===== src/hdl/erm_pkg.sv =====
// package for the external register access map
package erm_pkg;
    // external register offsets
    localparam logic [2:0] ADDR_DATA_LOW   = 3'h0;
    localparam logic [2:0] ADDR_DATA_MID   = 3'h1;
    localparam logic [2:0] ADDR_DATA_HIGH  = 3'h2;
    localparam logic [2:0] ADDR_SLEEP      = 3'h3;
    localparam logic [2:0] ADDR_PIN_TRIG   = 3'h4;
    localparam logic [2:0] ADDR_SOFT_TRIG  = 3'h5;
    localparam logic [2:0] ADDR_POINTER    = 3'h6;
    localparam logic [2:0] ADDR_ACCESS     = 3'h7;
    // access_selection_control fields
    localparam int ACC_AUTOINC_BIT   = 7;
    localparam int ACC_BCAST_BIT     = 6;
    localparam int ACC_INSTR_LSB     = 2;
    localparam int ACC_CHAN_LSB      = 0;
    // software_trigger_control fields
    localparam int SOFT_START_BIT    = 4;
    localparam int SOFT_HOP_BIT      = 5;
    localparam int SOFT_TEST_BIT     = 6;
    localparam int SOFT_NOISE_BIT    = 7;
    // pin_trigger_control fields
    localparam int PIN_START_BIT     = 4;
    localparam int PIN_HOP_BIT       = 5;
    localparam int PIN_FIRST_BIT     = 6;
    // channel_sleep_control fields
    localparam int SLEEP_PAGE_BIT    = 5;
    // broadcast instruction codes
    localparam logic [3:0] INSTR_ALL        = 4'h0;
    localparam logic [3:0] INSTR_CH012      = 4'h1;
    localparam logic [3:0] INSTR_CH123      = 4'h2;
    localparam logic [3:0] INSTR_ALL_CHIPS  = 4'h4;
    localparam logic [2:0] INSTR_LSB1_PFX   = 3'h4;
    localparam logic [1:0] INSTR_LSB2_PFX   = 2'h3;
    // reset values, channel masks and pointer step
    localparam logic [7:0] RESET_BYTE      = 8'h00;
    localparam logic [3:0] RESET_NIBBLE    = 4'h0;
    localparam logic [3:0] CHAN_MASK_ALL   = 4'hF;
    localparam logic [3:0] CHAN_MASK_012   = 4'h7;
    localparam logic [3:0] CHAN_MASK_123   = 4'hE;
    localparam logic [3:0] CHAN_MASK_NONE  = 4'h0;
    localparam logic [3:0] CHAN_ONE        = 4'h1;
    localparam logic [7:0] POINTER_STEP    = 8'h01;
    // internal page select
    localparam logic       PAGE_CHANNEL    = 1'b0;
    localparam logic       PAGE_OUTPUT     = 1'b1;
endpackage : erm_pkg


===== src/hdl/erm_external_register_access_map.sv =====
// external register access map of the multi-channel receiver control interface
// ==================================================================
// Behaviour
// - all internal page access goes only through these eight registers
// - one map shared by parallel and serial port, same functions
// - autoincrement bit advances pointer after each low data access
// - broadcast clear: instruction must equal identity pins to accept
// - broadcast codes 0000 all, 0001 channels 0-2, 0010 channels 1-3
// - 0100 all chips, 100x and 11yy match identity LSBs, channel bits select
// - no valid readback while broadcast set; host clears it first
// - channel bits select one channel, ignored for multi-channel instructions
// - pointer register holds internal address for data accesses
// - software trigger bits 3-0 select pulse recipient channels
// - start bit gives one-shot start pulse, copies to per-channel pin config
// - hop bit gives one-shot hop pulse, copies to per-channel pin config
// - test override bit feeds internal test signals to all oscillators
// - noise select picks noise generator, else negative full scale
// - pin trigger register holds enables, start, hop, first-only routing
// - sleep register holds channel sleep bits and output page select
// - 20-bit data word assembled from three data registers
// - low data register write triggers access; read of it starts read
// - high sleep bit sleeps that channel
// - page select steers pointer to output port page
`timescale 1ns/1ns
module erm_external_register_access_map
    import erm_pkg::*;
(
    // clock and reset
    input  wire logic        core_clk,
    input  wire logic        rst_n,
    // host port, shared by parallel and serial front ends
    input  wire logic        hostWrite,
    input  wire logic        hostRead,
    input  wire logic [2:0]  hostAddr,
    input  wire logic [7:0]  hostWrData,
    output logic      [7:0]  hostRdData,
    output logic             hostRdDrive,
    // chip identity pins
    input  wire logic [3:0]  chipIdentityPins,
    // internal access bus
    output logic             intWrite,
    output logic             intRead,
    output logic      [3:0]  intChanSel,
    output logic             intPage,
    output logic      [7:0]  intAddr,
    output logic      [19:0] intWrData,
    input  wire logic [19:0] intRdData,
    // synchronisation and test controls
    output logic      [3:0]  startPulse,
    output logic      [3:0]  hopPulse,
    output logic      [3:0]  pinCfgLoad,
    output logic      [3:0]  pinSyncEnable,
    output logic             pinStartRoute,
    output logic             pinHopRoute,
    output logic             pinFirstOnly,
    output logic      [3:0]  softTrigSelect,
    output logic             softStartCopy,
    output logic             softHopCopy,
    output logic             testInputOverride,
    output logic             noiseSourceSelect,
    output logic      [3:0]  channelSleep
);
    import erm_pkg::*;

    typedef struct packed {
        // host-visible registers, registered outputs and read pending flag
        logic [7:0]  accessCtrl;
        logic [7:0]  pointer;
        logic [7:0]  dataLow;
        logic [7:0]  dataMid;
        logic [3:0]  dataHigh;
        logic [7:0]  rdData;
        logic        rdDrive;
        logic        intWrite;
        logic        intRead;
        logic [3:0]  chanSel;
        logic        page;
        logic [7:0]  intAddr;
        logic [19:0] intWrData;
        logic [3:0]  startPulse;
        logic [3:0]  hopPulse;
        logic [3:0]  pinCfgLoad;
        logic [3:0]  pinEnable;
        logic        pinStart;
        logic        pinHop;
        logic        pinFirst;
        logic [3:0]  softSelect;
        logic        softStart;
        logic        softHop;
        logic        testOverride;
        logic        noiseSelect;
        logic [3:0]  sleep;
        logic        rdPending;
        // identity pin synchroniser
        logic [3:0]  idSync1;
        logic [3:0]  idSync2;
        logic [3:0]  idSync3;
        logic [3:0]  idStable;
    } erm_state_s;

    erm_state_s st;
    erm_state_s next_st;

    logic [3:0] instr;
    logic       bcast;
    logic [1:0] chanBits;
    logic [3:0] decodedMask;
    logic [3:0] oneChan;

    // ==================================================================
    // instruction decode
    always_comb
    begin
        instr    = st.accessCtrl[ACC_INSTR_LSB +: 4];
        bcast    = st.accessCtrl[ACC_BCAST_BIT];
        chanBits = st.accessCtrl[ACC_CHAN_LSB +: 2];
        oneChan  = CHAN_ONE << chanBits;
        // a miss leaves the mask empty, which refuses the access
        decodedMask = CHAN_MASK_NONE;
        if (!bcast)
        begin
            if (instr == st.idStable)
                decodedMask = oneChan;
        end
        else if (instr == INSTR_ALL)
            decodedMask = CHAN_MASK_ALL;
        else if (instr == INSTR_CH012)
            decodedMask = CHAN_MASK_012;
        else if (instr == INSTR_CH123)
            decodedMask = CHAN_MASK_123;
        else if (instr == INSTR_ALL_CHIPS)
            decodedMask = oneChan;
        else if (instr[3:1] == INSTR_LSB1_PFX && instr[0] == st.idStable[0])
            decodedMask = oneChan;
        else if (instr[3:2] == INSTR_LSB2_PFX && instr[1:0] == st.idStable[1:0])
            decodedMask = oneChan;
    end

    // ==================================================================
    // register file and internal access sequencing
    always_comb
    begin
        next_st            = st;
        next_st.intWrite   = 1'b0;
        next_st.intRead    = 1'b0;
        // pulses last one cycle unless a write sets them again
        next_st.startPulse = CHAN_MASK_NONE;
        next_st.hopPulse   = CHAN_MASK_NONE;
        next_st.pinCfgLoad = CHAN_MASK_NONE;
        next_st.rdPending  = 1'b0;

        // identity pins pass three stages; a new value counts once stages two and three agree
        next_st.idSync1 = chipIdentityPins;
        next_st.idSync2 = st.idSync1;
        next_st.idSync3 = st.idSync2;
        if (st.idSync2 == st.idSync3)
            next_st.idStable = st.idSync3;
        // read data captured one cycle after an internal read
        if (st.rdPending)
        begin
            next_st.dataLow  = intRdData[7:0];
            next_st.dataMid  = intRdData[15:8];
            next_st.dataHigh = intRdData[19:16];
            next_st.rdData   = intRdData[7:0];
        end
        if (hostWrite)
        begin
            case (hostAddr)
                ADDR_ACCESS:    next_st.accessCtrl = hostWrData;
                ADDR_POINTER:   next_st.pointer    = hostWrData;
                ADDR_SOFT_TRIG:
                begin
                    next_st.softSelect   = hostWrData[3:0];
                    next_st.softStart    = hostWrData[SOFT_START_BIT];
                    next_st.softHop      = hostWrData[SOFT_HOP_BIT];
                    next_st.testOverride = hostWrData[SOFT_TEST_BIT];
                    next_st.noiseSelect  = hostWrData[SOFT_NOISE_BIT];
                    if (hostWrData[SOFT_START_BIT])
                        next_st.startPulse = hostWrData[3:0];
                    if (hostWrData[SOFT_HOP_BIT])
                        next_st.hopPulse = hostWrData[3:0];
                    next_st.pinCfgLoad = CHAN_MASK_ALL;
                end
                ADDR_PIN_TRIG:
                begin
                    next_st.pinEnable  = hostWrData[3:0];
                    next_st.pinStart   = hostWrData[PIN_START_BIT];
                    next_st.pinHop     = hostWrData[PIN_HOP_BIT];
                    next_st.pinFirst   = hostWrData[PIN_FIRST_BIT];
                    next_st.pinCfgLoad = CHAN_MASK_ALL;
                end
                ADDR_SLEEP:
                begin
                    next_st.sleep = hostWrData[3:0];
                    next_st.page  = hostWrData[SLEEP_PAGE_BIT];
                end
                ADDR_DATA_HIGH:
                begin
                    if (decodedMask != CHAN_MASK_NONE)
                        next_st.dataHigh = hostWrData[3:0];
                end
                ADDR_DATA_MID:
                begin
                    if (decodedMask != CHAN_MASK_NONE)
                        next_st.dataMid = hostWrData;
                end
                ADDR_DATA_LOW:
                begin
                    if (decodedMask != CHAN_MASK_NONE)
                    begin
                        next_st.dataLow   = hostWrData;
                        next_st.intWrite  = 1'b1;
                        next_st.chanSel   = decodedMask;
                        next_st.intAddr   = st.pointer;
                        next_st.intWrData = {st.dataHigh, st.dataMid, hostWrData};
                        if (st.accessCtrl[ACC_AUTOINC_BIT])
                            next_st.pointer = st.pointer + POINTER_STEP;
                    end
                end
                default: ;
            endcase
        end
        else if (hostRead)
        begin
            // nothing is driven under broadcast, the internal bus may be contended
            next_st.rdDrive = 1'b0;
            case (hostAddr)
                ADDR_ACCESS:
                begin
                    next_st.rdData  = st.accessCtrl;
                    next_st.rdDrive = !bcast;
                end
                ADDR_POINTER:
                begin
                    next_st.rdData  = st.pointer;
                    next_st.rdDrive = !bcast;
                end
                ADDR_DATA_HIGH:
                begin
                    next_st.rdData  = {RESET_NIBBLE, st.dataHigh};
                    next_st.rdDrive = !bcast && decodedMask != CHAN_MASK_NONE;
                end
                ADDR_DATA_MID:
                begin
                    next_st.rdData  = st.dataMid;
                    next_st.rdDrive = !bcast && decodedMask != CHAN_MASK_NONE;
                end
                ADDR_DATA_LOW:
                begin
                    if (!bcast && decodedMask != CHAN_MASK_NONE)
                    begin
                        next_st.intRead   = 1'b1;
                        next_st.rdPending = 1'b1;
                        next_st.rdDrive   = 1'b1;
                        next_st.chanSel   = decodedMask;
                        next_st.intAddr   = st.pointer;
                        if (st.accessCtrl[ACC_AUTOINC_BIT])
                            next_st.pointer = st.pointer + POINTER_STEP;
                    end
                end
                // write-only registers read as zero and are not driven
                default: next_st.rdData = RESET_BYTE;
            endcase
        end
    end

    // ==================================================================
    // state register
    always_ff @(posedge core_clk)
    begin
        if (!rst_n)
            st <= '0;
        else
            st <= next_st;
    end

    // ==================================================================
    // outputs
    assign hostRdData        = st.rdData;
    assign hostRdDrive       = st.rdDrive;
    assign intWrite          = st.intWrite;
    assign intRead           = st.intRead;
    assign intChanSel        = st.chanSel;
    assign intPage           = st.page;
    assign intAddr           = st.intAddr;
    assign intWrData         = st.intWrData;
    assign startPulse        = st.startPulse;
    assign hopPulse          = st.hopPulse;
    assign pinCfgLoad        = st.pinCfgLoad;
    assign pinSyncEnable     = st.pinEnable;
    assign pinStartRoute     = st.pinStart;
    assign pinHopRoute       = st.pinHop;
    assign pinFirstOnly      = st.pinFirst;
    assign softTrigSelect    = st.softSelect;
    assign softStartCopy     = st.softStart;
    assign softHopCopy       = st.softHop;
    assign testInputOverride = st.testOverride;
    assign noiseSourceSelect = st.noiseSelect;
    assign channelSleep      = st.sleep;
endmodule : erm_external_register_access_map


===== config.mk =====
export PLATFORM = sky130hd
export DESIGN_NAME = erm_external_register_access_map
export DESIGN_NICKNAME = d
export VERILOG_FILES = /design/src/hdl/erm_pkg.sv /design/src/hdl/erm_external_register_access_map.sv
export SDC_FILE = /design/constraint.sdc
export NUM_CORES = 1
export LEC_CHECK = 0
export BUFFER_PORTS_ARGS = -buffer_cell sky130_fd_sc_hd__buf_2
export CAP_MARGIN = 20
export CORE_ASPECT_RATIO = 1.1
export CORE_MARGIN = 3
export CORE_UTILIZATION = 55
export DETAILED_ROUTE_END_ITERATION = 6
export PLACE_DENSITY_LB_ADDON = 0.3
export SLEW_MARGIN = 5
export SYNTH_ARGS = -nofsm -noshare
export SYNTH_HDL_FRONTEND = slang
export SYNTH_SLANG_ARGS = --single-unit

===== constraint.sdc =====
create_clock -name core_clk -period 3 [get_ports core_clk]
set_clock_uncertainty 0.15 [all_clocks]
set_input_delay 0.15 -clock core_clk [delete_from_list [all_inputs] [get_ports core_clk]]
set_output_delay 0.15 -clock core_clk [all_outputs]
set_load 0.01 [all_outputs]

==> impl_metrics.yaml, run 1 <==
status:
  status: "complete, no violations"
worst_setup_path:
  cp_slowest_cell: "dfxtp_1"
  r2r-start: "instr[1]"
  startpoint_type: "register"
  cp.required_ns: 3.22
  cp-end-kind: "register"
  worstPathArrival_ns: 3.05
  slowest_delay_ns: 0.55
  crit_family: "compound AO/OA/AOI/OAI gates"
  crit_start: "instr[1]"
  path_cells: "or3b_1 > nor2_1 > nor3_1 > a221oi_4 > a41oi_4 > a2111oi_0 > a311oi_1"
  crit_type: "register to register"
  cp_max_fo: 13
  worst-path-buf-inv: 0
sta:
  fin_crit_sh: 0.945
  rsz0062_at_grt: "yes"
  tightest_slew_ns: 0.744
  finalSetupViolCount: 0
  tns_ns: 0
  fin_ws_ns: 0.165
  drv_slew: 0
  relSlewSlack: 0.503
  finalCriticalPeriod_ns: 2.83
  max_freq_mhz: 353
  whs_ns: 0.0557
  hold_violations: 0
floorplanning:
  die_h_um: 113
  fp.dieW_um: 103
  coreArea_sq_um: 9980
  rows: 38
  io_pins: 114
  initial_utilization: 0.571
  dieArea_sq_um: 11600
clock_tree:
  insertion_delay_ns: 0.52
  cts_tree: "done"
  htree_levels: 4
  clkSinkCount: 116
  clockBufferDepth: 2
  cts_made_buffers: 17
  cts_root_buf: "clkbuf_8"
  cts.reportedPaths.clkPinSlew_ns: 0.06
route:
  first_iter_violations: 425
  totalWireLength_mm: 15.1
  drt_pass1_iterations: 6
  ant_nets: 0
  viasPerCell: 5.82
  post_drt_wl_per_cell_um: 17.4
  vias: 5064
  post-route-drc-count: 0
yosys:
  synth-seq-area-share: 0.408
  synth_nets: 709
  synth_seq_cells: 116
  syn_avg_cell_area_sq_um: 8.52
  synthCells: 669
  synth.distinct_cells: 56
  netlist_area_sq_um: 5700
  yosysWarnings: 0
pwr:
  p_leak_nw: 2.80
  p_sw_frac: 0.249
  total_power_mw: 3.84
  max-vdd-ir-drop_uv: 434
  power_frac_clock: 0.475
  power_frac_comb: 0.102
  internal_power_mw: 2.89
  p_per_area_nw_per_um2: 565
  seq_power_share: 0.422
  switchingPower_mw: 0.955
cells_and_area:
  fin_util: 0.681
  final_cell_area_sq_um: 6800
  drive_above_1_share: 0.240
  syn_to_final_growth_pct: 19.3
  final_cells: 870
  fin_nets: 779
  diodes: 0
grt:
  grt_pass1_vias: 4846
  grt_pass1_wl_mm: 24.2
  grt_max_degree: 48
  grt_usage: 0.266
  antenna_found_initial: 0
  grt_overflow: 0
placement:
  pre_cts_ws_ns: 0.0198
  placed_area_sq_um: 5860
  dpl.hpwl_mm: 9.65
  place_inst: 804
  io_buffers: 113
  gp_congestion: 0.899
min_path:
  min_path_type: "primary input to register"
  min_from: "rst_n"
flow_run:
  drv_cap: 0
==> flip-flops by register name (all words and copies together), names as in the netlist, 2 cells and up <==
signal and flops:
st 29, intWrData 20, pinSyncEnable 4, channelSleep 4
chanBits 2, hostRdData 8, next_st 8, hopPulse 4
intChanSel 4, instr 4, softTrigSelect 4, intAddr 8
startPulse 4
==> kinds of logic (layout without fill, tap and decap cells) <==
| kind of cell | count (synthesis) | after routing | share of synthesized area |
|---|---|---|---|
| mux | 57 | 57 | 0.102 |
| xor+xnor | 15 | 15 | 0.0231 |
| simple gates | 226 | 226 | 0.183 |
| buf+inv | 119 | 200 | 0.128 |
| flops | 116 | 116 | 0.408 |
| compound gates | 135 | 135 | 0.154 |
| fa+ha+maj | 1 | 1 | 0.00220 |
==> area by class of cell <==
cell class                      count  area [sq um]
Multi-Input combinational cell    434          2690
Clock inverter                     10          83.8
Inverter                            6          22.5
Tap cell                          120           150
Clock buffer                       20           455
Timing Repair Buffer              164          1080
Fill cell                         779          3190
Sequential cell                   116          2320
==> metal layers <==
| layer | part of all wire | track usage | up-vias | wire (um) |
|---|---|---|---|---|
| met5 | 0 | 0 | - | 0 |
| met4 | 0.027 | 0.112 | 0 | 404 |
| met3 | 0.082 | 0.0598 | 46 | 1250 |
| met2 | 0.48 | 0.428 | 270 | 7270 |
| met1 | 0.41 | 0.341 | 2332 | 6170 |
| li1 | - | - | 2416 | - |
==> layout by cell type, fill, tap and decap left out, types with 7 or more instances in the layout <==
master           n
buf_4           12
xnor2_1         11
nand4_1          7
and2_1          12
dfxtp_1        115
nand2_1         79
a21oi_1         50
a211oi_1         8
dlygate4sd3_1   36
a311oi_1         7
nor2_1          57
o21ai_0         32
nor3_1          16
clkbuf_16       16
mux2i_1         50
nand3_1         30
mux2_2           7
buf_2          113
==> final timing paths <==
path	endpoint	slack [ns]	cells after the start
worst min-delay path	pinStartRoute	0.06	3
worst min register to register	next_st[4]	0.28	1
worst max register to register	st[114]	0.17	7
worst max-delay path	st[114]	0.17	7
==> power groups by stage <==
stage               sequential, mW  combinational [mW]  clock, mW
floorplan                     1.64               0.253          0
global placement              1.65               0.335          0
detailed placement            1.65               0.342          0
CTS                           1.62               0.380       1.84
global route                  1.63               0.425       1.91
finish                        1.62               0.393       1.83
==> cells in the mapped netlist, drive strengths merged <==
master,n,share of area
a22o,2,0.0031
nor3b,2,0.0046
nand3b,1,0.0013
clkbuf,36,0.025
a21boi,2,0.0033
a31oi,2,0.0022
or2,1,0.0011
or3b,1,0.0015
nor2,57,0.038
o22a,6,0.0092
a2111oi,7,0.011
a41oi,2,0.0044
nor4,2,0.0022
o22ai,2,0.0022
ha,1,0.0022
and3,1,0.0011
o41ai,1,0.0015
a221oi,3,0.0088
and2,12,0.013
nand4,7,0.0077
buf,77,0.099
xor2,4,0.0061
dfxtp,116,0.41
nand2,80,0.053
nor4bb,3,0.0053
a211oi,9,0.012
a311oi,7,0.011
o211ai,2,0.0026
a22oi,3,0.0040
o21bai,1,0.0013
inv,6,0.0040
o21ai,33,0.030
a21oi,51,0.045
nand2b,5,0.0055
o2bb2ai,1,0.0015
or3,3,0.0033
nor3,18,0.017
nor2b,3,0.0033
a41o,1,0.0018
mux2,7,0.014
xnor2,11,0.017
mux2i,50,0.088
nand3,30,0.026
==> tightest hold or removal path, delay by kind of cell <==
family / cells / cell delay, ns
buffers and inverters: 2 / 0.36
AND/OR/NAND/NOR: 1 / 0.17
==> what timing repair did <==
| action | 4_1_cts | 5_1_grt |
|---|---|---|
| pin swaps | 0 | 1 |
| endpoints found under the hold margin | 73 | 0 |
| setup endpoints to repair | 4 | 45 |
| buffers inserted | 0 | 0 |
| hold buffers | 36 | 0 |
| gates resized for setup | 1 | 6 |
Power figures use the tool's default switching activity.
==> run 2, diff against run 1 <==
--- a/config.mk
+++ b/config.mk
@@ -7,11 +7,11 @@
 export LEC_CHECK = 0
 export BUFFER_PORTS_ARGS = -buffer_cell sky130_fd_sc_hd__buf_2
 export CAP_MARGIN = 20
-export CORE_ASPECT_RATIO = 1.1
 export CORE_MARGIN = 3
 export CORE_UTILIZATION = 55
 export DETAILED_ROUTE_END_ITERATION = 6
-export PLACE_DENSITY_LB_ADDON = 0.3
+export GPL_TIMING_DRIVEN = 0
+export PLACE_DENSITY = 0.8
 export SLEW_MARGIN = 5
 export SYNTH_ARGS = -nofsm -noshare
 export SYNTH_HDL_FRONTEND = slang
==> impl_metrics.yaml, run 2 (synthesis results as in run 1) <==
worst_setup_path:
  worst-path-buf-inv: 2
  cp_slowest_cell: "dfxtp_1"
  cp.required_ns: 3.22
  slowest_delay_ns: 0.42
  path_cells: "buf_6 > or3b_1 > nor2_1 > nor3_1 > a221oi_4 > a41oi_2 > buf_6 > a2111oi_1 > a311oi_1"
  cp-end-kind: "register"
  cpMostUsedCell: "buf_6"
  crit_family: "compound AO/OA/AOI/OAI gates"
  worstPathArrival_ns: 3.07
  startpoint_type: "register"
  crit_type: "register to register"
  cp_max_fo: 10
cells_and_area:
  final_cell_area_sq_um: 7410
  largest_register: "st"
  drive_above_1_share: 0.282
  final_cell_mix: "dfxtp_1 (116), buf_2 (114), nand2_1 (80)"
  fin_util: 0.747
  nFillCells: 706
  layout.cells.most_common: "dfxtp_1"
  seq_area_sq_um: 2320
  multiInputGateArea_sq_um: 2660
  largest_reg_flops: 29
  syn_to_final_growth_pct: 30.0
  fin_nets: 872
sta:
  fin_ws_ns: 0.149
  rsz0062_at_grt: "yes"
  tightest_slew_ns: 1.01
  hold_violations: 0
  relSlewSlack: 0.320
  fin_crit_sh: 0.950
  max_freq_mhz: 351
  finalSetupViolCount: 0
  finalCriticalPeriod_ns: 2.85
  drv_slew: 0
grt:
  antenna_found_initial: 0
  grt_overflow: 0
  grt_max_degree: 17
  grt_pass1_wl_mm: 26.9
  grt_usage: 0.297
  grt_pass1_vias: 5296
pwr:
  max-vdd-ir-drop_uv: 410
  p_leak_nw: 3.18
  total_power_mw: 4.18
  p_per_area_nw_per_um2: 564
floorplanning:
  rows: 36
  dieArea_sq_um: 11600
  io_pins: 114
  coreArea_sq_um: 9910
  die_h_um: 108
  initial_utilization: 0.575
  fp.dieW_um: 108
clock_tree:
  post_cts_buffers: 0
  cts_made_buffers: 17
  cts_tree: "done"
  clockBufferDepth: 2
  clkSinkCount: 116
  cts.reportedPaths.clkPinSlew_ns: 0.06
  cts_root_buf: "clkbuf_8"
  insertion_delay_ns: 0.52
  htree_levels: 4
placement:
  gp_congestion: 0.933
  placed_area_sq_um: 6400
  io_buffers: 107
  dpl.hpwl_mm: 11.6
  pre_cts_ws_ns: 0.0966
route:
  viasPerCell: 5.55
  vias: 5430
  ant_nets: 0
  drt_pass1_iterations: 5
  totalWireLength_mm: 16.8
  first_iter_violations: 487
  post_drt_wl_per_cell_um: 17.1
  post-route-drc-count: 0
min_path:
  min_path_type: "primary input to register"
status:
  status: "complete, no violations"
flow_run:
  drv_cap: 0
==> run 2: changes by cell type in the layout (fill, tap and decap cells not counted), sizes merged <==
cell	previous run	this run
buf	128	185
clkbuf	20	54
clkinv	7	3
inv	6	10
bufinv	1	4
clkinvlp	2	3
diode	0	1
==> run 2: cell type report <==
class,instances,area share
multi-input cells,434,0.359
flip-flops and latches,116,0.314
repair buffers,144,0.122
plain buffers,113,0.0953
clock buffers,18,0.0578
clock inverters,14,0.0270
well taps,133,0.0225
inverters,6,0.00304
diodes,1,0.000338
==> run 2: per-layer routing <==
metal	vias to the layer above	global-route usage	wire, um
li1	2597	-	-
met1	2538	0.378	6990
met2	255	0.496	8070
met3	40	0.0516	1240
met4	0	0.126	473
met5	-	0	0
==> run 2: final timing paths <==
kind,from,end,slack (ns),cells after the start
setup / recovery,instr[1],st[114],0.15,9
hold / removal,hostAddr[1],pinCfgLoad[2],0.12,3
setup reg to reg,instr[1],st[114],0.15,9
hold reg to reg,next_st[10],next_st[6],0.29,1
==> run 2: metrics by stage <==
step                      TNS (ns)  hold slack, ns  std cells
after floorplan                  0           0.127        669
after global placement           0           0.205        909
after detailed placement         0           0.210        910
after CTS                        0          0.0863        978
after global routing      -0.00706           0.179        978
final                            0           0.118        979
==> run 2: tightest hold or removal path, delay by kind of cell <==
family,cells,cell delay [ns]
AND/OR/NAND/NOR,1,0.23
buffers and inverters,2,0.35
==> run 2: what timing repair did <==
item,CTS,global route
gates resized for setup,0,5
endpoints found under the hold margin,73,0
hold buffers,36,0
setup endpoints to repair,0,27
==> run 2: power by group <==
part / total, mW / switching [mW] / internal [mW] / leakage, nW
Combinational: 0.422 / 0.249 / 0.173 / 1.94
Sequential: 1.62 / 0.0369 / 1.58 / 0.940
Clock: 2.14 / 0.756 / 1.38 / 0.299
Total: 4.18 / 1.04 / 3.13 / 3.18
